File: config.mk
export PLATFORM = sky130hd
export DESIGN_NAME = rgci_top
export DESIGN_NICKNAME = d
export VERILOG_FILES = /design/src/design/rgci_pkg.sv /design/src/design/rgci_qualifier.sv /design/src/design/rgci_top.sv
export SDC_FILE = /design/constraint.sdc
export NUM_CORES = 1
export LEC_CHECK = 0
export ABC_AREA = 1
export ABC_CLOCK_PERIOD_IN_PS = 4400
export BUFFER_PORTS_ARGS = -buffer_cell sky130_fd_sc_hd__clkbuf_2
export CORE_ASPECT_RATIO = 1.1
export CORE_MARGIN = 2
export CORE_UTILIZATION = 29
export CTS_BUF_LIST = sky130_fd_sc_hd__clkbuf_8
export DETAILED_ROUTE_END_ITERATION = 16
export PLACE_DENSITY = 0.56
export SYNTH_ARGS = -nofsm -noshare
export SYNTH_HDL_FRONTEND = slang
export SYNTH_SLANG_ARGS = --single-unit
File: constraint.sdc
create_clock -name i_core_clk -period 4.4 [get_ports i_core_clk]
set_clock_uncertainty 0.15 [all_clocks]
set_input_delay 0.66 -clock i_core_clk [delete_from_list [all_inputs] [get_ports i_core_clk]]
set_output_delay 0.66 -clock i_core_clk [all_outputs]
set_load 0.005 [all_outputs]
File: src/design/rgci_pkg.sv
// Package of constants and types for the remote gage command input block.
package rgci_pkg;

  // ==========================================================================
  // Timing
  // ==========================================================================
  localparam int unsigned CLK_FREQ_HZ = 100_000_000;
  localparam int unsigned QUAL_TIME_MS = 50;
  // Least time; the count is exact, with nothing added for rounding.
  localparam int unsigned QUAL_CYCLES =
    (QUAL_TIME_MS * (CLK_FREQ_HZ / 1000) + 0) ;
  localparam int unsigned QUAL_CNT_W = 23;

  // ==========================================================================
  // Command inputs and widths
  // ==========================================================================
  localparam int unsigned NUM_CMD = 5;
  localparam int unsigned CMD_DYN_INIT = 0;
  localparam int unsigned CMD_HOLD = 1;
  localparam int unsigned CMD_ZERO = 2;
  localparam int unsigned CMD_TRANSFER = 3;
  localparam int unsigned CMD_CALIB = 4;
  localparam int unsigned MEAS_W = 24;

  // ==========================================================================
  // Reset values
  // ==========================================================================
  localparam logic [MEAS_W-1:0] MEAS_RST = 24'h000000;
  localparam logic [QUAL_CNT_W-1:0] CNT_RST = 23'h000000;

  // Qualifier states, Gray-coded along idle, counting, qualified.
  typedef enum logic [1:0] {
    RGCI_Q_IDLE = 2'b00,
    RGCI_Q_COUNT = 2'b01,
    RGCI_Q_HELD = 2'b11
  } rgci_qstate_t;

  // One-cycle command strobes issued on release.
  typedef struct packed {
    logic calib;
    logic transfer;
    logic zero;
    logic dyn_init;
  } rgci_cmd_t;

  // Relay contact drive for one tolerance limit.
  typedef struct packed {
    logic open_contact;
    logic closed_contact;
  } rgci_relay_t;

endpackage : rgci_pkg

File: src/design/rgci_qualifier.sv
// One command input: synchroniser and minimum-width pulse qualifier.
`timescale 1ns/1ns
module rgci_qualifier #(
  // Must be at least two and fit the counter width.
  parameter int unsigned QUAL_CYCLES = rgci_pkg::QUAL_CYCLES
) (
  input wire logic i_core_clk,
  input wire logic i_nrst,
  input wire logic i_pin,
  output logic o_held,
  output logic o_release
);

  // ==========================================================================
  // Synchroniser
  // ==========================================================================
  logic sync1_reg;
  logic sync2_reg;

  always_ff @(posedge i_core_clk or negedge i_nrst) begin
    if (!i_nrst) begin
      sync1_reg <= 1'b0;
      sync2_reg <= 1'b0;
    end else begin
      sync1_reg <= i_pin;
      sync2_reg <= sync1_reg;
    end
  end

  // ==========================================================================
  // Qualifier
  // ==========================================================================
  rgci_pkg::rgci_qstate_t state_reg;
  rgci_pkg::rgci_qstate_t state_next;
  logic [rgci_pkg::QUAL_CNT_W-1:0] cnt_reg;
  logic [rgci_pkg::QUAL_CNT_W-1:0] cnt_next;
  logic release_reg;
  logic release_next;

  always_comb begin
    state_next = state_reg;
    cnt_next = cnt_reg;
    release_next = 1'b0;
    case (state_reg)
      rgci_pkg::RGCI_Q_IDLE: begin
        cnt_next = rgci_pkg::CNT_RST;
        if (sync2_reg) begin
          state_next = rgci_pkg::RGCI_Q_COUNT;
          cnt_next = rgci_pkg::QUAL_CNT_W'(1);
        end
      end
      rgci_pkg::RGCI_Q_COUNT: begin
        // A pulse dropped before the full time is discarded.
        if (!sync2_reg) begin
          state_next = rgci_pkg::RGCI_Q_IDLE;
        end else if (cnt_reg ==
            rgci_pkg::QUAL_CNT_W'(QUAL_CYCLES - 1)) begin
          state_next = rgci_pkg::RGCI_Q_HELD;
        end else begin
          cnt_next = cnt_reg + rgci_pkg::QUAL_CNT_W'(1);
        end
      end
      rgci_pkg::RGCI_Q_HELD: begin
        if (!sync2_reg) begin
          state_next = rgci_pkg::RGCI_Q_IDLE;
          release_next = 1'b1;
        end
      end
      default: begin
        state_next = rgci_pkg::RGCI_Q_IDLE;
      end
    endcase
  end

  always_ff @(posedge i_core_clk or negedge i_nrst) begin
    if (!i_nrst) begin
      state_reg <= rgci_pkg::RGCI_Q_IDLE;
      cnt_reg <= rgci_pkg::CNT_RST;
      release_reg <= 1'b0;
    end else begin
      state_reg <= state_next;
      cnt_reg <= cnt_next;
      release_reg <= release_next;
    end
  end

  assign o_held = (state_reg == rgci_pkg::RGCI_Q_HELD);
  assign o_release = release_reg;

  a_release_after_held: assert property (
    @(posedge i_core_clk) disable iff (!i_nrst)
    release_reg |-> $past(state_reg) == rgci_pkg::RGCI_Q_HELD)
    else $error("Release without a qualified pulse.");

  a_short_pulse_drop: assert property (
    @(posedge i_core_clk) disable iff (!i_nrst)
    (state_reg == rgci_pkg::RGCI_Q_COUNT && !sync2_reg) |=> 
    (state_reg == rgci_pkg::RGCI_Q_IDLE) ##1 !release_reg)
    else $error("Short pulse was not discarded.");

  a_held_after_count: assert property (
    @(posedge i_core_clk) disable iff (!i_nrst)
    $rose(state_reg == rgci_pkg::RGCI_Q_HELD) |->
    cnt_reg == rgci_pkg::QUAL_CNT_W'(QUAL_CYCLES - 1))
    else $error("Qualified before the full time.");

endmodule : rgci_qualifier

File: src/design/rgci_top.sv
// Remote gage command inputs and tolerance relays, top level.
`timescale 1ns/1ns
module rgci_top #(
  // Full time by default; a bench may shorten it to keep runs brief.
  parameter int unsigned QUAL_CYCLES = rgci_pkg::QUAL_CYCLES
) (
  input wire logic i_core_clk,
  input wire logic i_nrst,
  input wire logic i_dynamic_init_pin,
  input wire logic i_hold_pin,
  input wire logic i_zero_pin,
  input wire logic i_transfer_pin,
  input wire logic i_calib_pin,
  input wire logic [rgci_pkg::MEAS_W-1:0] i_meas,
  input wire logic [rgci_pkg::MEAS_W-1:0] i_low_limit,
  input wire logic [rgci_pkg::MEAS_W-1:0] i_high_limit,
  output logic [rgci_pkg::MEAS_W-1:0] o_display,
  output logic [rgci_pkg::MEAS_W-1:0] o_dyn_min,
  output logic [rgci_pkg::MEAS_W-1:0] o_dyn_max,
  output logic [rgci_pkg::MEAS_W-1:0] o_tx_data,
  output logic o_tx_valid,
  output logic o_calib_req,
  output logic o_hold_active,
  output rgci_pkg::rgci_relay_t o_low_relay,
  output rgci_pkg::rgci_relay_t o_high_relay
);

  // ==========================================================================
  // Input qualification
  // ==========================================================================
  logic [rgci_pkg::NUM_CMD-1:0] pins;
  logic [rgci_pkg::NUM_CMD-1:0] held;
  logic [rgci_pkg::NUM_CMD-1:0] rel;
  rgci_pkg::rgci_cmd_t cmd;

  // Each pin has one fixed function; nothing remaps them.
  assign pins = {i_calib_pin, i_transfer_pin, i_zero_pin, i_hold_pin,
                 i_dynamic_init_pin};

  for (genvar g = 0; g < rgci_pkg::NUM_CMD; g++) begin : g_q
    rgci_qualifier #(
      .QUAL_CYCLES(QUAL_CYCLES)
    ) u_q (
      .i_core_clk(i_core_clk),
      .i_nrst(i_nrst),
      .i_pin(pins[g]),
      .o_held(held[g]),
      .o_release(rel[g])
    );
  end

  assign cmd.dyn_init = rel[rgci_pkg::CMD_DYN_INIT];
  assign cmd.zero = rel[rgci_pkg::CMD_ZERO];
  assign cmd.transfer = rel[rgci_pkg::CMD_TRANSFER];
  assign cmd.calib = rel[rgci_pkg::CMD_CALIB];

  // ==========================================================================
  // Measurement path
  // ==========================================================================
  function automatic logic signed [rgci_pkg::MEAS_W-1:0] to_s(
      input logic [rgci_pkg::MEAS_W-1:0] v);
    to_s = signed'(v);
  endfunction : to_s

  logic [rgci_pkg::MEAS_W-1:0] origin_reg, origin_next;
  logic [rgci_pkg::MEAS_W-1:0] disp_reg, disp_next;
  logic [rgci_pkg::MEAS_W-1:0] min_reg, min_next;
  logic [rgci_pkg::MEAS_W-1:0] max_reg, max_next;
  logic [rgci_pkg::MEAS_W-1:0] tx_reg, tx_next;
  logic tx_valid_reg, tx_valid_next;
  logic calib_reg, calib_next;
  logic hold_reg, hold_next;
  logic first_reg, first_next;
  logic [rgci_pkg::MEAS_W-1:0] dev;
  rgci_pkg::rgci_relay_t low_reg, low_next;
  rgci_pkg::rgci_relay_t high_reg, high_next;

  always_comb begin
    origin_next = origin_reg;
    disp_next = disp_reg;
    min_next = min_reg;
    max_next = max_reg;
    first_next = first_reg;
    dev = i_meas - origin_reg;
    hold_next = held[rgci_pkg::CMD_HOLD];
    // Zero takes the raw value so the display shows only the deviation.
    if (cmd.zero) begin
      origin_next = i_meas;
    end
    // Hold freezes the display and the dynamic extremes; a dynamic init still clears the extremes while held.
    if (!hold_reg) begin
      disp_next = dev;
      if (first_reg || to_s(dev) < to_s(min_reg)) begin
        min_next = dev;
      end
      if (first_reg || to_s(dev) > to_s(max_reg)) begin
        max_next = dev;
      end
      first_next = 1'b0;
    end
    if (cmd.dyn_init) begin
      min_next = rgci_pkg::MEAS_RST;
      max_next = rgci_pkg::MEAS_RST;
      first_next = 1'b1;
    end
    tx_valid_next = cmd.transfer;
    tx_next = cmd.transfer ? disp_reg : tx_reg;
    calib_next = cmd.calib;
    // Relay energised when outside the limit: in tolerance the open
    // contact stays open and the closed contact stays closed.
    low_next.open_contact = to_s(disp_reg) < to_s(i_low_limit);
    low_next.closed_contact = !low_next.open_contact;
    high_next.open_contact = to_s(disp_reg) > to_s(i_high_limit);
    high_next.closed_contact = !high_next.open_contact;
  end

  always_ff @(posedge i_core_clk or negedge i_nrst) begin
    if (!i_nrst) begin
      origin_reg <= rgci_pkg::MEAS_RST;
      disp_reg <= rgci_pkg::MEAS_RST;
      min_reg <= rgci_pkg::MEAS_RST;
      max_reg <= rgci_pkg::MEAS_RST;
      tx_reg <= rgci_pkg::MEAS_RST;
      tx_valid_reg <= 1'b0;
      calib_reg <= 1'b0;
      hold_reg <= 1'b0;
      first_reg <= 1'b1;
      low_reg <= 2'b01;
      high_reg <= 2'b01;
    end else begin
      origin_reg <= origin_next;
      disp_reg <= disp_next;
      min_reg <= min_next;
      max_reg <= max_next;
      tx_reg <= tx_next;
      tx_valid_reg <= tx_valid_next;
      calib_reg <= calib_next;
      hold_reg <= hold_next;
      first_reg <= first_next;
      low_reg <= low_next;
      high_reg <= high_next;
    end
  end

  assign o_display = disp_reg;
  assign o_dyn_min = min_reg;
  assign o_dyn_max = max_reg;
  assign o_tx_data = tx_reg;
  assign o_tx_valid = tx_valid_reg;
  assign o_calib_req = calib_reg;
  assign o_hold_active = hold_reg;
  assign o_low_relay = low_reg;
  assign o_high_relay = high_reg;

  // ==========================================================================
  // Checks
  // ==========================================================================
  a_hold_freeze: assert property (
    @(posedge i_core_clk) disable iff (!i_nrst)
    hold_reg |=> $stable(disp_reg))
    else $error("Display changed while held.");

  a_zero_origin: assert property (
    @(posedge i_core_clk) disable iff (!i_nrst)
    cmd.zero |=> origin_reg == $past(i_meas))
    else $error("Zero did not capture origin.");

  a_tx_value: assert property (
    @(posedge i_core_clk) disable iff (!i_nrst)
    cmd.transfer |=> tx_valid_reg && tx_reg == $past(disp_reg))
    else $error("Transfer sent wrong value.");

  a_dyn_clear: assert property (
    @(posedge i_core_clk) disable iff (!i_nrst)
    cmd.dyn_init |=> first_reg && min_reg == rgci_pkg::MEAS_RST)
    else $error("Dynamic init did not clear.");

  a_calib_pulse: assert property (
    @(posedge i_core_clk) disable iff (!i_nrst)
    cmd.calib |=> calib_reg ##1 !calib_reg)
    else $error("Calibration request not one pulse.");

  a_relay_exclusive: assert property (
    @(posedge i_core_clk) disable iff (!i_nrst)
    low_reg.open_contact != low_reg.closed_contact &&
    high_reg.open_contact != high_reg.closed_contact)
    else $error("Relay contacts not complementary.");

  a_low_in_tol: assert property (
    @(posedge i_core_clk) disable iff (!i_nrst)
    !(to_s(disp_reg) < to_s(i_low_limit)) |=> !low_reg.open_contact)
    else $error("Lower relay wrong in tolerance.");

  a_high_out_tol: assert property (
    @(posedge i_core_clk) disable iff (!i_nrst)
    (to_s(disp_reg) > to_s(i_high_limit)) |=> high_reg.open_contact)
    else $error("Upper relay not set above limit.");

  a_hold_follow: assert property (
    @(posedge i_core_clk) disable iff (!i_nrst)
    held[rgci_pkg::CMD_HOLD] |=> hold_reg)
    else $error("Qualified hold not shown.");

  a_display_track: assert property (
    @(posedge i_core_clk) disable iff (!i_nrst)
    !hold_reg |=> disp_reg == $past(dev))
    else $error("Display did not follow the measurement.");

  a_extreme_order: assert property (
    @(posedge i_core_clk) disable iff (!i_nrst)
    !first_reg |-> !(to_s(max_reg) < to_s(min_reg)))
    else $error("Dynamic extremes out of order.");

  a_tx_hold: assert property (
    @(posedge i_core_clk) disable iff (!i_nrst)
    !cmd.transfer |=> $stable(tx_reg))
    else $error("Sent value changed without a transfer.");

endmodule : rgci_top

==> metrics.txt, run 1 <==
# TYPE chip_impl_metric gauge
chip_impl_metric{name="placement.io_buffers",unit=""} 181
chip_impl_metric{name="fraction_of_met2_tracks_used_by_global_routing",unit="%"} 26.8
chip_impl_metric{name="syn_nets",unit=""} 2539
chip_impl_metric{name="core",unit="mm²"} 0.0595
chip_impl_metric{name="antenna_found_initial",unit=""} 12
chip_impl_info{name="ys_top_cells_by_area",value="dfrtp_1 (38%), nand2_1 (14%), ha_1 (8.8%), inv_1 (7.0%), xor2_1 (4.8%)"} 1
chip_impl_metric{name="final_design_area_no_fill",unit="mm²"} 0.0203
chip_impl_info{name="tritoncts",value="yes"} 1
chip_impl_info{name="cell_repeated_most_along_the_worst_path",value="nand2_1"} 1
chip_impl_info{name="hp-class",value="input port to register"} 1
chip_impl_metric{name="synthesized_instance_count",unit=""} 2337
chip_impl_metric{name="grt_pass1_vias",unit=""} 15100
chip_impl_info{name="count_leader_synth",value="nand2_1"} 1
chip_impl_metric{name="ctsHtreeMaxLevel",unit=""} 2
chip_impl_metric{name="io-pin-count",unit=""} 182
chip_impl_metric{name="number_of_buffers_inserted_during_clock_tree_synthesis",unit=""} 51
chip_impl_metric{name="post-route-period-util",unit="%"} 88.4
chip_impl_metric{name="ys_ff_latch",unit=""} 267
chip_impl_metric{name="synth.lib_cells_used.distinct",unit=""} 47
chip_impl_info{name="ys_dominant_reg_cell",value="dfrtp_1"} 1
chip_impl_info{name="synth_area_leader_cell",value="dfrtp_1"} 1
chip_impl_metric{name="post-synth-top-area-fraction",unit="%"} 38.1
chip_impl_info{name="crit_path_end_kind",value="register"} 1
chip_impl_metric{name="cp.required",unit="ns"} 4.82
chip_impl_info{name="global_route.peak_usage_layer",value="met2"} 1
chip_impl_metric{name="grt_overflow_total",unit=""} 0
chip_impl_metric{name="initial_core_util",unit="%"} 29.1
chip_impl_metric{name="synthToLayoutAreaGrowth",unit="%"} 16.9
chip_impl_info{name="outcome",value="completed"} 1
chip_impl_metric{name="dr.first_iter.drc_count",unit=""} 970
chip_impl_metric{name="max-cap-violations",unit=""} 0
chip_impl_metric{name="cpPeakStageDelay",unit="ns"} 0.43
chip_impl_metric{name="wl_per_cell",unit="µm"} 14.9
chip_impl_metric{name="synth_sequential_area_ratio",unit="%"} 38.6
chip_impl_metric{name="syn_area",unit="mm²"} 0.0173
chip_impl_metric{name="clock.fmax",unit="GHz"} 0.257
chip_impl_info{name="worst-setup-path-type",value="register to register"} 1
chip_impl_metric{name="worst_r2r_path_depth",unit=""} 23
chip_impl_info{name="cp_cell_sequence",value="inv_1 -> ha_1 -> a21oi_1 -> nor2_1 -> nor2_1 -> o21ai_0 -> a21oi_1 -> nand2_1 -> nand2_1 -> inv_1 -> ha_1 -> nand2_1 -> nor2_1 -> nand4_1 -> nor2_1 -> nand2_1 -> nand3_1 -> nand2_1 -> nand3_1 -> nand2_2 -> nand2_2 -> nand2_1 -> nand2_1"} 1
chip_impl_metric{name="worst_supply_voltage_drop_on_vdd",unit="µV"} 272
chip_impl_metric{name="worstMarginPinSlew",unit="ns"} 0.920
chip_impl_metric{name="hpwl",unit="mm"} 37.8
chip_impl_metric{name="synth_enable_flop_cells",unit=""} 0
chip_impl_metric{name="postSynthAreaPerCell",unit="µm²"} 7.42
chip_impl_metric{name="wire_length_of_the_first_global_routing_pass",unit="mm"} 81.3
chip_impl_metric{name="comb_power_share",unit="%"} 28.5
chip_impl_metric{name="netSwitchingFraction",unit="%"} 36.6
chip_impl_metric{name="leakage_power_figure",unit="nW"} 10.4
chip_impl_metric{name="pre_cts_slack",unit="ns"} -0.0290
chip_impl_metric{name="number_of_flip_flops_under_the_largest_register_name",unit=""} 115
chip_impl_metric{name="finalWorstPathRequiredPeriod",unit="ns"} 3.89
chip_impl_metric{name="fillerInstances",unit=""} 6418
chip_impl_metric{name="slew-limit-headroom",unit="%"} 38.7
chip_impl_info{name="crit_slowest_cell",value="nand2_2"} 1
chip_impl_metric{name="pwr-share-seq",unit="%"} 38.7
chip_impl_metric{name="layout-drive-gt1-share",unit="%"} 13.5
chip_impl_metric{name="cellPowerDensity",unit="mW/mm²"} 384
chip_impl_info{name="rsz0062_at_grt",value="false"} 1
chip_impl_metric{name="cts.clk_slew.worst_paths",unit="ns"} 0.06
chip_impl_metric{name="layout.nets",unit=""} 2746
chip_impl_metric{name="drt_antenna_net_count",unit=""} 0
chip_impl_metric{name="number_of_instances_resized_during_post_cts_repair",unit=""} 0
chip_impl_metric{name="worst_skew_pair.late_latency",unit="ns"} 0.63
chip_impl_metric{name="gp_routability_congestion",unit=""} 0.916
chip_impl_metric{name="pwr-share-clk",unit="%"} 32.7
chip_impl_metric{name="drv_slew",unit=""} 0
chip_impl_info{name="worst_setup_path_start_kind",value="register"} 1
chip_impl_metric{name="drt-pass1-iter-count",unit=""} 5
chip_impl_metric{name="p_int",unit="mW"} 4.94
chip_impl_metric{name="seq_area",unit="mm²"} 0.00669
chip_impl_metric{name="die_h",unit="µm"} 260
chip_impl_metric{name="crit_path_max_fanout",unit=""} 24
chip_impl_metric{name="timing_hold_violations_final",unit=""} 0
chip_impl_metric{name="synth-warning-count",unit=""} 0
chip_impl_metric{name="vias",unit=""} 15600
chip_impl_metric{name="switching_power_summed_over_all_nets",unit="mW"} 2.84
chip_impl_info{name="yosys-top-cells-count",value="nand2_1 (640), inv_1 (325), dfrtp_1 (264), nor2_1 (217), nand3_1 (163)"} 1
chip_impl_metric{name="cts_max_path_buffers",unit=""} 3
chip_impl_metric{name="setup_ws",unit="ns"} 0.509
chip_impl_metric{name="post-route-drc-count",unit=""} 0
chip_impl_metric{name="core.rowCount",unit=""} 94
chip_impl_metric{name="chip_width",unit="µm"} 237
chip_impl_metric{name="multiInputGateArea",unit="mm²"} 0.00911
chip_impl_metric{name="setup_viol",unit=""} 0
chip_impl_metric{name="drt-vias-per-instance",unit=""} 4.63
chip_impl_metric{name="synth_async_sr_flop_share",unit="%"} 100
chip_impl_info{name="cts_root_buf",value="clkbuf_8"} 1
chip_impl_metric{name="route.final.wire_length",unit="mm"} 49.9
chip_impl_metric{name="min_path_cells",unit=""} 3
chip_impl_metric{name="maximum_number_of_pins_on_one_net_before_global_route_repair",unit=""} 95
chip_impl_metric{name="fp.dieArea",unit="mm²"} 0.0618
chip_impl_metric{name="global_route_met1_usage",unit="%"} 21.5
chip_impl_metric{name="met3_usage",unit="%"} 3.90
chip_impl_metric{name="worst-endpoint-arrival",unit="ns"} 4.31
chip_impl_metric{name="clock_sinks",unit=""} 267
chip_impl_metric{name="total_global_routing_track_utilization",unit="%"} 16.3
chip_impl_metric{name="postPlaceCellArea",unit="mm²"} 0.0191
## cell type report
cell class	count	area share, %
Antenna cell	5	0.0617
Multi-Input combinational cell	1681	45.0
Inverter	331	6.13
Clock buffer	66	4.48
Sequential cell	267	33.0
Tap cell	768	4.74
Clock inverter	29	0.784
Timing Repair Buffer	212	5.86
## timing repair
item	4_1_cts	5_1_grt
endpoints found under the hold margin	53	0
setup buffers	0	0
hold buffers	6	0
## critical path: cells and delay by family (launching register included)
kind | cells | cell delay [ns]
fa+ha+maj | 2 | 0.57
buf+inv | 2 | 0.17
flops | 1 | 0.36
compound gates | 3 | 0.67
simple gates | 16 | 1.91
## worst paths after layout
path                                           startpoint                           endpoint  slack, ns
max                             origin_reg[9]$_DFFE_PN0P_           o_dyn_max[6]$_DFFE_PN0P_       0.51
min                                            i_meas[21]         origin_reg[21]$_DFFE_PN0P_       0.13
max reg2reg                     origin_reg[9]$_DFFE_PN0P_           o_dyn_max[6]$_DFFE_PN0P_       0.51
min reg2reg                g_q[3].u_q.sync1_reg$_DFF_PN0_     g_q[3].u_q.sync2_reg$_DFF_PN0_       0.19
max in group asynchronous                          i_nrst  g_q[4].u_q.cnt_reg[7]$_DFFE_PN0P_       2.73
min in group asynchronous                          i_nrst  g_q[1].u_q.cnt_reg[5]$_DFFE_PN0P_       0.40
## power by group through the flow
stage	combinational [mW]	clock [mW]	sequential [mW]
final	2.22	2.55	3.01
after global routing	2.54	2.80	3.05
after CTS	2.26	2.67	3.02
after detailed placement	2.24	0	3.05
after global placement	2.22	0	3.05
after floorplan	1.31	0	2.99
## metal layers
layer | part of all wire (%) | up-vias
met2 | 45 | 367
met5 | 0.22 | -
met4 | 2.3 | 16
met1 | 46 | 7141
met3 | 5.7 | 85
li1 | - | 7957
## placed cells by master, fill, tap and decap left out, drive strengths merged, types with 6 or more instances in the layout
cell / n
a21oi: 72
buf: 26
clkbuf: 246
clkinv: 11
dfrtp: 264
dlygate4sd3: 6
ha: 122
inv: 346
mux2: 24
nand2: 646
nand3: 166
nand4: 71
nor2: 222
nor3: 56
nor4: 21
o21ai: 135
or2: 8
xnor2: 8
xor2: 96
## logic make-up after synthesis
family	share of synthesized area [%]
AOI/OAI and AO/OA	6.96
xor gates and xnor gates	5.25
adders and majority gates	8.92
buffers and inverters	8.90
DFF	38.6
muxes	1.56
and+or+nand+nor	29.9
## per-stage QoR
stage | std cells | power [mW] | hold WS (ns) | util [%] | setup TNS (ns)
floorplan | 2337 | 4.30 | 0.181 | - | 0
global placement | 3253 | 5.27 | 0.183 | 32.1 | 0
detailed placement | 3253 | 5.30 | 0.185 | 32.1 | -0.116
CTS | 3354 | 7.94 | 0.0612 | 34.0 | 0
global route | 3355 | 8.39 | 0.0942 | 34.0 | 0
finish | 3359 | 7.78 | 0.128 | 34.1 | 0
Power figures use the tool's default switching activity.
==> inputs of run 2 (changes only) <==
--- a/config.mk
+++ b/config.mk
@@ -6,7 +6,7 @@
 export NUM_CORES = 1
 export LEC_CHECK = 0
 export ABC_AREA = 1
-export ABC_CLOCK_PERIOD_IN_PS = 4400
+export ABC_CLOCK_PERIOD_IN_PS = 4450
 export BUFFER_PORTS_ARGS = -buffer_cell sky130_fd_sc_hd__clkbuf_2
 export CORE_ASPECT_RATIO = 1.1
 export CORE_MARGIN = 2
==> constraint.sdc (replaced) <==
create_clock -name i_core_clk -period 4.45 [get_ports i_core_clk]
set_clock_uncertainty 0.15 [all_clocks]
set_input_delay 0.6675 -clock i_core_clk [delete_from_list [all_inputs] [get_ports i_core_clk]]
set_output_delay 0.6675 -clock i_core_clk [all_outputs]
set_load 0.005 [all_outputs]
==> run 2 against run 1 <==
Clock power down 3%. Sequential share of layout area is 0.094 points higher. Sequential power hardly changed. Cell count shrank 0.30%. Critical endpoint is now o_dyn_max[11]$_DFFE_PN0P_. Worst hold slack worse by 0.0046 ns. Critical path type unchanged. Highest routed layer unchanged.
==> metrics.txt, run 2 (synthesis gave the netlist of run 1 again) <==
# TYPE chip_impl_metric gauge
chip_impl_metric{name="ctsHtreeMaxLevel",unit=""} 2
chip_impl_metric{name="placement.io_buffers",unit=""} 181
chip_impl_info{name="cts_root_buf",value="clkbuf_8"} 1
chip_impl_metric{name="netSwitchingFraction",unit="%"} 36.4
chip_impl_metric{name="cp.required",unit="ns"} 4.81
chip_impl_metric{name="setup.reg_to_reg.worst_slack",unit="ns"} 0.53
chip_impl_metric{name="finalWorstPathRequiredPeriod",unit="ns"} 3.92
chip_impl_metric{name="min_path_cells",unit=""} 3
chip_impl_metric{name="cellPowerDensity",unit="mW/mm²"} 376
chip_impl_metric{name="switching_power_summed_over_all_nets",unit="mW"} 2.76
chip_impl_metric{name="number_of_buffers_inserted_during_clock_tree_synthesis",unit=""} 51
chip_impl_metric{name="postPlaceCellArea",unit="mm²"} 0.0191
chip_impl_metric{name="drv_slew",unit=""} 0
chip_impl_metric{name="fp.dieArea",unit="mm²"} 0.0618
chip_impl_metric{name="route.final.wire_length",unit="mm"} 49.7
chip_impl_metric{name="wl_per_cell",unit="µm"} 14.8
chip_impl_metric{name="cts_max_path_buffers",unit=""} 3
chip_impl_metric{name="gp_routability_congestion",unit=""} 0.912
chip_impl_metric{name="worst_supply_voltage_drop_on_vdd",unit="µV"} 257
chip_impl_info{name="mostFrequentLayoutCells",value="nand2_1 (640), inv_1 (342), dfrtp_1 (263), nor2_1 (217), clkbuf_2 (180)"} 1
chip_impl_metric{name="antenna_found_initial",unit=""} 10
chip_impl_metric{name="clock_sinks",unit=""} 267
chip_impl_metric{name="drt_antenna_net_count",unit=""} 0
chip_impl_metric{name="hold_slack",unit="ns"} 0.123
chip_impl_info{name="reg_to_reg_critical_path_endpoint",value="o_dyn_max[11]$_DFFE_PN0P_"} 1
chip_impl_metric{name="final_design_area_no_fill",unit="mm²"} 0.0202
chip_impl_metric{name="layout.nets",unit=""} 2745
chip_impl_metric{name="max-cap-violations",unit=""} 0
chip_impl_metric{name="die_h",unit="µm"} 260
chip_impl_metric{name="worstMarginPinSlew",unit="ns"} 1.13
chip_impl_metric{name="io-pin-count",unit=""} 182
chip_impl_info{name="hold_start",value="i_meas[21]"} 1
chip_impl_metric{name="number_of_flip_flops_under_the_largest_register_name",unit=""} 115
chip_impl_metric{name="comb_power_share",unit="%"} 28.2
chip_impl_metric{name="hpwl",unit="mm"} 38.0
chip_impl_metric{name="grt_pass1_vias",unit=""} 14600
chip_impl_metric{name="total_power",unit="mW"} 7.60
chip_impl_metric{name="dr.first_iter.drc_count",unit=""} 903
chip_impl_metric{name="crit_path_max_fanout",unit=""} 24
chip_impl_info{name="rsz0062_at_grt",value="false"} 1
chip_impl_metric{name="p_int",unit="mW"} 4.84
chip_impl_metric{name="worst-endpoint-arrival",unit="ns"} 4.28
chip_impl_info{name="outcome",value="completed"} 1
chip_impl_info{name="worst-setup-path-type",value="register to register"} 1
chip_impl_info{name="r2r-start",value="origin_reg[2]$_DFFE_PN0P_"} 1
chip_impl_info{name="tritoncts",value="yes"} 1
chip_impl_metric{name="setup_viol",unit=""} 0
chip_impl_metric{name="leakage_power_figure",unit="nW"} 10.3
chip_impl_metric{name="layout-drive-gt1-share",unit="%"} 13.2
chip_impl_metric{name="drt-pass1-iter-count",unit=""} 6
chip_impl_metric{name="synthToLayoutAreaGrowth",unit="%"} 16.6
chip_impl_info{name="mostFrequentLayoutCell",value="nand2_1"} 1
chip_impl_info{name="crit_path_end_kind",value="register"} 1
chip_impl_metric{name="clock.fmax",unit="GHz"} 0.255
chip_impl_metric{name="total_global_routing_track_utilization",unit="%"} 16.1
chip_impl_metric{name="slew-limit-headroom",unit="%"} 24.7
chip_impl_metric{name="tns",unit="ns"} 0
chip_impl_metric{name="worst_skew_pair.late_latency",unit="ns"} 0.64
chip_impl_metric{name="worst_r2r_path_depth",unit=""} 25
chip_impl_metric{name="cts.clk_slew.worst_paths",unit="ns"} 0.06
chip_impl_metric{name="post-route-drc-count",unit=""} 0
chip_impl_metric{name="maximum_number_of_pins_on_one_net_before_global_route_repair",unit=""} 101
chip_impl_info{name="hp-class",value="input port to register"} 1
chip_impl_metric{name="core",unit="mm²"} 0.0595
chip_impl_metric{name="initial_core_util",unit="%"} 29.1
chip_impl_metric{name="chip_width",unit="µm"} 237
chip_impl_metric{name="post-route-period-util",unit="%"} 88.1
chip_impl_metric{name="pwr-share-clk",unit="%"} 32.5
chip_impl_info{name="holdPathEnd",value="origin_reg[21]$_DFFE_PN0P_"} 1
chip_impl_metric{name="wire_length_of_the_first_global_routing_pass",unit="mm"} 80.0
chip_impl_metric{name="number_of_instances_resized_during_post_cts_repair",unit=""} 0
chip_impl_metric{name="pwr-share-seq",unit="%"} 39.3
chip_impl_metric{name="core.rowCount",unit=""} 94
chip_impl_metric{name="grt_overflow_total",unit=""} 0
chip_impl_metric{name="vias",unit=""} 15600
chip_impl_info{name="worst_setup_path_start_kind",value="register"} 1
chip_impl_metric{name="timing_hold_violations_final",unit=""} 0
chip_impl_metric{name="drt-vias-per-instance",unit=""} 4.65
run 2: cell types whose count changed in the layout (fill, tap and decap cells not counted), sizes merged:
cell	delta
clkinv	-5
diode	-3
clkbuf	-2
inv	+2
buf	-1
clkinvlp	-1
run 2: power groups by stage:
stage | registers [mW] | clock network [mW] | logic (mW)
finish | 2.99 | 2.47 | 2.14
global route | 3.03 | 2.70 | 2.47
CTS | 2.99 | 2.59 | 2.19
detailed placement | 3.03 | 0 | 2.19
global placement | 3.02 | 0 | 2.17
floorplan | 2.96 | 0 | 1.30
run 2: worst max-delay path by stage:
stage                                end                      start  slack, ns  cells after the start
3_5_place_dp   o_dyn_max[19]$_DFFE_PN0P_                  i_meas[2]       0.11                     24
2_1_floorplan  o_dyn_max[21]$_DFFE_PN0P_                  i_meas[0]       0.85                     22
5_1_grt         o_dyn_max[2]$_DFFE_PN0P_  origin_reg[2]$_DFFE_PN0P_       0.08                     24
3_3_place_gp   o_dyn_max[19]$_DFFE_PN0P_                  i_meas[2]       0.19                     23
4_1_cts         o_dyn_max[6]$_DFFE_PN0P_  origin_reg[2]$_DFFE_PN0P_       0.51                     24
6_report       o_dyn_max[11]$_DFFE_PN0P_  origin_reg[2]$_DFFE_PN0P_       0.53                     25
run 2: routing by layer:
metal | global-route usage (%) | up-vias | share of wire (%)
li1 | - | 7937 | -
met1 | 21.6 | 7155 | 47
met2 | 26.2 | 386 | 45
met3 | 3.31 | 79 | 5.7
met4 | 4.84 | 16 | 2.2
met5 | 0 | - | 0.25
run 2: stage by stage:
step,util (%),worst slack [ns],instances
floorplan,-,0.851,2337
global placement,32.1,0.190,3252
detailed placement,32.1,0.107,3252
CTS,34.0,0.514,3347
global route,34.0,0.0804,3348
finish,34.0,0.529,3349
run 2: layout make-up:
cell class	instances	area, µm²
diodes	2	5.00
clock buffers	64	881
clock inverters	25	144
fillers	6431	39300
inverters	331	1240
multi-input cells	1681	9110
flip-flops and latches	267	6690
well taps	768	961
repair buffers	211	1180
run 2: worst max-delay path, stage by stage, from the launching register on:
cell and delay (ns):
dfrtp_1 0.32, inv_1 0.05, ha_1 0.38, nand2_1 0.08, nand2_1 0.07, inv_1 0.04, nand2_1 0.17, nand2_1 0.09
nand2_1 0.15, nand3_1 0.11, nand3_1 0.09, nand2_1 0.05, nand2_1 0.18, inv_1 0.10, ha_1 0.38, nand4_1 0.14
inv_1 0.07, nand2_1 0.07, nor2_1 0.14, nand2_1 0.09, nand4_1 0.07, nand3_1 0.09, nand2_2 0.16, nand2_2 0.34
nand2_1 0.16, nand2_1 0.06
run 2: repair_timing:
| action | CTS | global route |
|---|---|---|
| hold buffers | 6 | 0 |
| buffers inserted | 0 | 0 |
| hold endpoints to repair | 100 | 0 |
==> inputs of run 3 (changes only) <==
--- a/config.mk
+++ b/config.mk
@@ -13,7 +13,6 @@
 export CORE_UTILIZATION = 29
 export CTS_BUF_LIST = sky130_fd_sc_hd__clkbuf_8
 export DETAILED_ROUTE_END_ITERATION = 16
-export PLACE_DENSITY = 0.56
 export SYNTH_ARGS = -nofsm -noshare
 export SYNTH_HDL_FRONTEND = slang
 export SYNTH_SLANG_ARGS = --single-unit
==> run 3 against run 2 <==
Die area did not move. Sequential share of layout area up 0.11 points. Flip-flop and latch count unchanged. Cell count down 0.21%. Critical path depth down 2. Global-route usage rose by 0.061 points. Worst hold slack improved by 0.0083 ns. First-iteration DRC count increased by 9.7%. Sequential power about the same. Critical endpoint is now o_dyn_min[11]$_DFFE_PN0P_.
==> metrics.txt, run 3 (synthesis gave the netlist of run 1 again) <==
# TYPE chip_impl_metric gauge
chip_impl_metric{name="finalWorstPathRequiredPeriod",unit="ns"} 3.82
chip_impl_metric{name="timing_hold_violations_final",unit=""} 0
chip_impl_info{name="r2r-start",value="origin_reg[6]$_DFFE_PN0P_"} 1
chip_impl_metric{name="drt-vias-per-instance",unit=""} 4.65
chip_impl_info{name="setup.worst_path.end",value="o_dyn_min[11]$_DFFE_PN0P_"} 1
chip_impl_info{name="setup.worst_path.start",value="origin_reg[6]$_DFFE_PN0P_"} 1
chip_impl_metric{name="worst_skew_pair.late_latency",unit="ns"} 0.63
chip_impl_metric{name="dr.first_iter.drc_count",unit=""} 991
chip_impl_metric{name="drt_antenna_net_count",unit=""} 0
chip_impl_metric{name="worst-endpoint-arrival",unit="ns"} 4.22
chip_impl_metric{name="synthToLayoutAreaGrowth",unit="%"} 16.2
chip_impl_metric{name="gp_routability_congestion",unit=""} 0.903
chip_impl_metric{name="leakage_power_figure",unit="nW"} 10.3
chip_impl_metric{name="number_of_instances_resized_during_post_cts_repair",unit=""} 0
chip_impl_info{name="crit_path_end_kind",value="register"} 1
chip_impl_metric{name="fp.dieArea",unit="mm²"} 0.0618
chip_impl_info{name="mostFrequentLayoutCells",value="nand2_1 (640), inv_1 (342), dfrtp_1 (264), nor2_1 (217), clkbuf_2 (180)"} 1
chip_impl_metric{name="cellPowerDensity",unit="mW/mm²"} 377
chip_impl_info{name="worst_setup_path_start_kind",value="register"} 1
chip_impl_metric{name="worst_supply_voltage_drop_on_vdd",unit="µV"} 198
chip_impl_metric{name="cts.clk_slew.worst_paths",unit="ns"} 0.06
chip_impl_metric{name="hold_slack",unit="ns"} 0.131
chip_impl_metric{name="number_of_buffers_inserted_during_clock_tree_synthesis",unit=""} 51
chip_impl_metric{name="grt_pass1_vias",unit=""} 14900
chip_impl_metric{name="drt-pass1-iter-count",unit=""} 5
chip_impl_metric{name="placement.io_buffers",unit=""} 181
chip_impl_metric{name="number_of_flip_flops_under_the_largest_register_name",unit=""} 115
chip_impl_metric{name="post-route-drc-count",unit=""} 0
chip_impl_metric{name="hpwl",unit="mm"} 38.4
chip_impl_metric{name="wire_length_of_the_first_global_routing_pass",unit="mm"} 80.0
chip_impl_metric{name="post-route-period-util",unit="%"} 85.8
chip_impl_info{name="cp_cell_sequence",value="inv_1 -> ha_1 -> nand2_1 -> nor2_1 -> nand2_1 -> nor2_1 -> nand2_1 -> nand3_1 -> nand2_1 -> nand2_1 -> inv_1 -> ha_1 -> a21oi_1 -> o21a_1 -> nand2_1 -> a21oi_1 -> nand2_1 -> nand2_1 -> nand3_2 -> nand2_1 -> buf_4 -> nand2_1 -> nand2_1"} 1
chip_impl_metric{name="die_h",unit="µm"} 260
chip_impl_metric{name="io-pin-count",unit=""} 182
chip_impl_metric{name="setup.reg_to_reg.worst_slack",unit="ns"} 0.63
chip_impl_metric{name="cp.required",unit="ns"} 4.85
chip_impl_metric{name="pre_cts_slack",unit="ns"} 0.225
chip_impl_metric{name="setup_viol",unit=""} 0
chip_impl_metric{name="holdBufCountCts",unit=""} 6
chip_impl_metric{name="worst_r2r_path_depth",unit=""} 23
chip_impl_metric{name="antenna_found_initial",unit=""} 1
chip_impl_info{name="tritoncts",value="yes"} 1
chip_impl_metric{name="grt_overflow_total",unit=""} 0
chip_impl_metric{name="crit_path_max_fanout",unit=""} 17
chip_impl_info{name="mostFrequentLayoutCell",value="nand2_1"} 1
chip_impl_metric{name="cts_max_path_buffers",unit=""} 3
chip_impl_metric{name="slew-limit-headroom",unit="%"} 48.1
chip_impl_info{name="crit_slowest_cell",value="ha_1"} 1
chip_impl_metric{name="layout-drive-gt1-share",unit="%"} 12.9
chip_impl_metric{name="drv_slew",unit=""} 0
chip_impl_metric{name="fillerInstances",unit=""} 6467
chip_impl_metric{name="worstMarginPinSlew",unit="ns"} 0.779
chip_impl_metric{name="vias",unit=""} 15500
chip_impl_metric{name="post_cts.repair.setup_buffers",unit=""} 0
chip_impl_info{name="reg_to_reg_critical_path_endpoint",value="o_dyn_min[11]$_DFFE_PN0P_"} 1
chip_impl_metric{name="core.rowCount",unit=""} 94
chip_impl_metric{name="maximum_number_of_pins_on_one_net_before_global_route_repair",unit=""} 85
chip_impl_metric{name="max-cap-violations",unit=""} 0
chip_impl_metric{name="ctsHtreeMaxLevel",unit=""} 2
chip_impl_metric{name="wl_per_cell",unit="µm"} 15.0
chip_impl_metric{name="timing.critical_path.buf_inv",unit=""} 3
chip_impl_metric{name="setup_ws",unit="ns"} 0.631
chip_impl_metric{name="route.final.wire_length",unit="mm"} 50.0
chip_impl_metric{name="clock.fmax",unit="GHz"} 0.262
chip_impl_info{name="outcome",value="completed"} 1
chip_impl_metric{name="initial_core_util",unit="%"} 29.1
chip_impl_metric{name="tns",unit="ns"} 0
chip_impl_metric{name="layout.nets",unit=""} 2743
chip_impl_metric{name="chip_width",unit="µm"} 237
chip_impl_metric{name="total_global_routing_track_utilization",unit="%"} 16.2
chip_impl_info{name="hp-class",value="input port to register"} 1
chip_impl_info{name="worst-setup-path-type",value="register to register"} 1
chip_impl_metric{name="worst-path-stages",unit=""} 23
chip_impl_metric{name="core",unit="mm²"} 0.0595
chip_impl_info{name="path_delay_family",value="simple AND/OR/NAND/NOR gates"} 1
chip_impl_info{name="rsz0062_at_grt",value="false"} 1
chip_impl_metric{name="cpPeakStageDelay",unit="ns"} 0.40
chip_impl_info{name="cts_root_buf",value="clkbuf_8"} 1
chip_impl_info{name="cell_repeated_most_along_the_worst_path",value="nand2_1"} 1
chip_impl_metric{name="clock_sinks",unit=""} 267
## run 3: cell count changes in the layout (fill, tap and decap cells not counted), sizes merged
cell and delta:
buf -2, clkbuf -3, clkinvlp +2, diode -1
clkinv -1, inv -2
## run 3: worst min-delay path: cells and delay by family
kind | cells | cell delay (ns)
buf+inv | 1 | 0.10
compound gates | 1 | 0.05
simple gates | 1 | 0.05
## run 3: metrics by stage
stage / area (µm²) / cells / power (mW) / util (%)
2_1_floorplan: 17300 / 2337 / 4.25 / -
3_3_place_gp: 19100 / 3250 / 5.26 / 32.1
3_5_place_dp: 19100 / 3250 / 5.29 / 32.1
4_1_cts: 20100 / 3341 / 7.75 / 33.8
5_1_grt: 20100 / 3342 / 8.18 / 33.8
6_report: 20100 / 3342 / 7.60 / 33.8
## run 3: how the worst min path moves through the flow
stage               depth (start not counted)  slack [ns]                              to                      startpoint
global placement                            0        0.19  g_q[4].u_q.sync2_reg$_DFF_PN0_  g_q[4].u_q.sync1_reg$_DFF_PN0_
finish                                      3        0.13       origin_reg[2]$_DFFE_PN0P_                       i_meas[2]
floorplan                                   0        0.18  g_q[0].u_q.sync2_reg$_DFF_PN0_  g_q[0].u_q.sync1_reg$_DFF_PN0_
detailed placement                          0        0.19  g_q[3].u_q.sync2_reg$_DFF_PN0_  g_q[3].u_q.sync1_reg$_DFF_PN0_
global route                                3        0.11       origin_reg[3]$_DFFE_PN0P_                       i_meas[3]
CTS                                         3        0.08       origin_reg[2]$_DFFE_PN0P_                       i_meas[2]
## run 3: per-layer routing
layer,up-vias,wire length [µm],GRT usage [%]
met4,0,1730,5.96
met5,-,0,0
met2,397,23500,27.9
met3,104,2510,2.90
met1,7107,22300,20.2
li1,7936,-,-
## run 3: final cells by class
| cell class | count | area, µm² | area share (%) |
|---|---|---|---|
| multi-input cells | 1681 | 9110 | 45.2 |
| well taps | 768 | 961 | 4.77 |
| flip-flops and latches | 267 | 6690 | 33.2 |
| inverters | 331 | 1240 | 6.17 |
| clock inverters | 24 | 131 | 0.652 |
| clock buffers | 61 | 840 | 4.17 |
| repair buffers | 209 | 1170 | 5.79 |
| diodes | 1 | 2.50 | 0.0124 |
## run 3: power by group
group          switching, mW  total [mW]  leakage, nW  internal (mW)
logic                   1.40        2.21         6.33          0.803
registers              0.297        3.01         3.40           2.71
clock network           1.10        2.39        0.555           1.28
total                   2.80        7.60         10.3           4.80
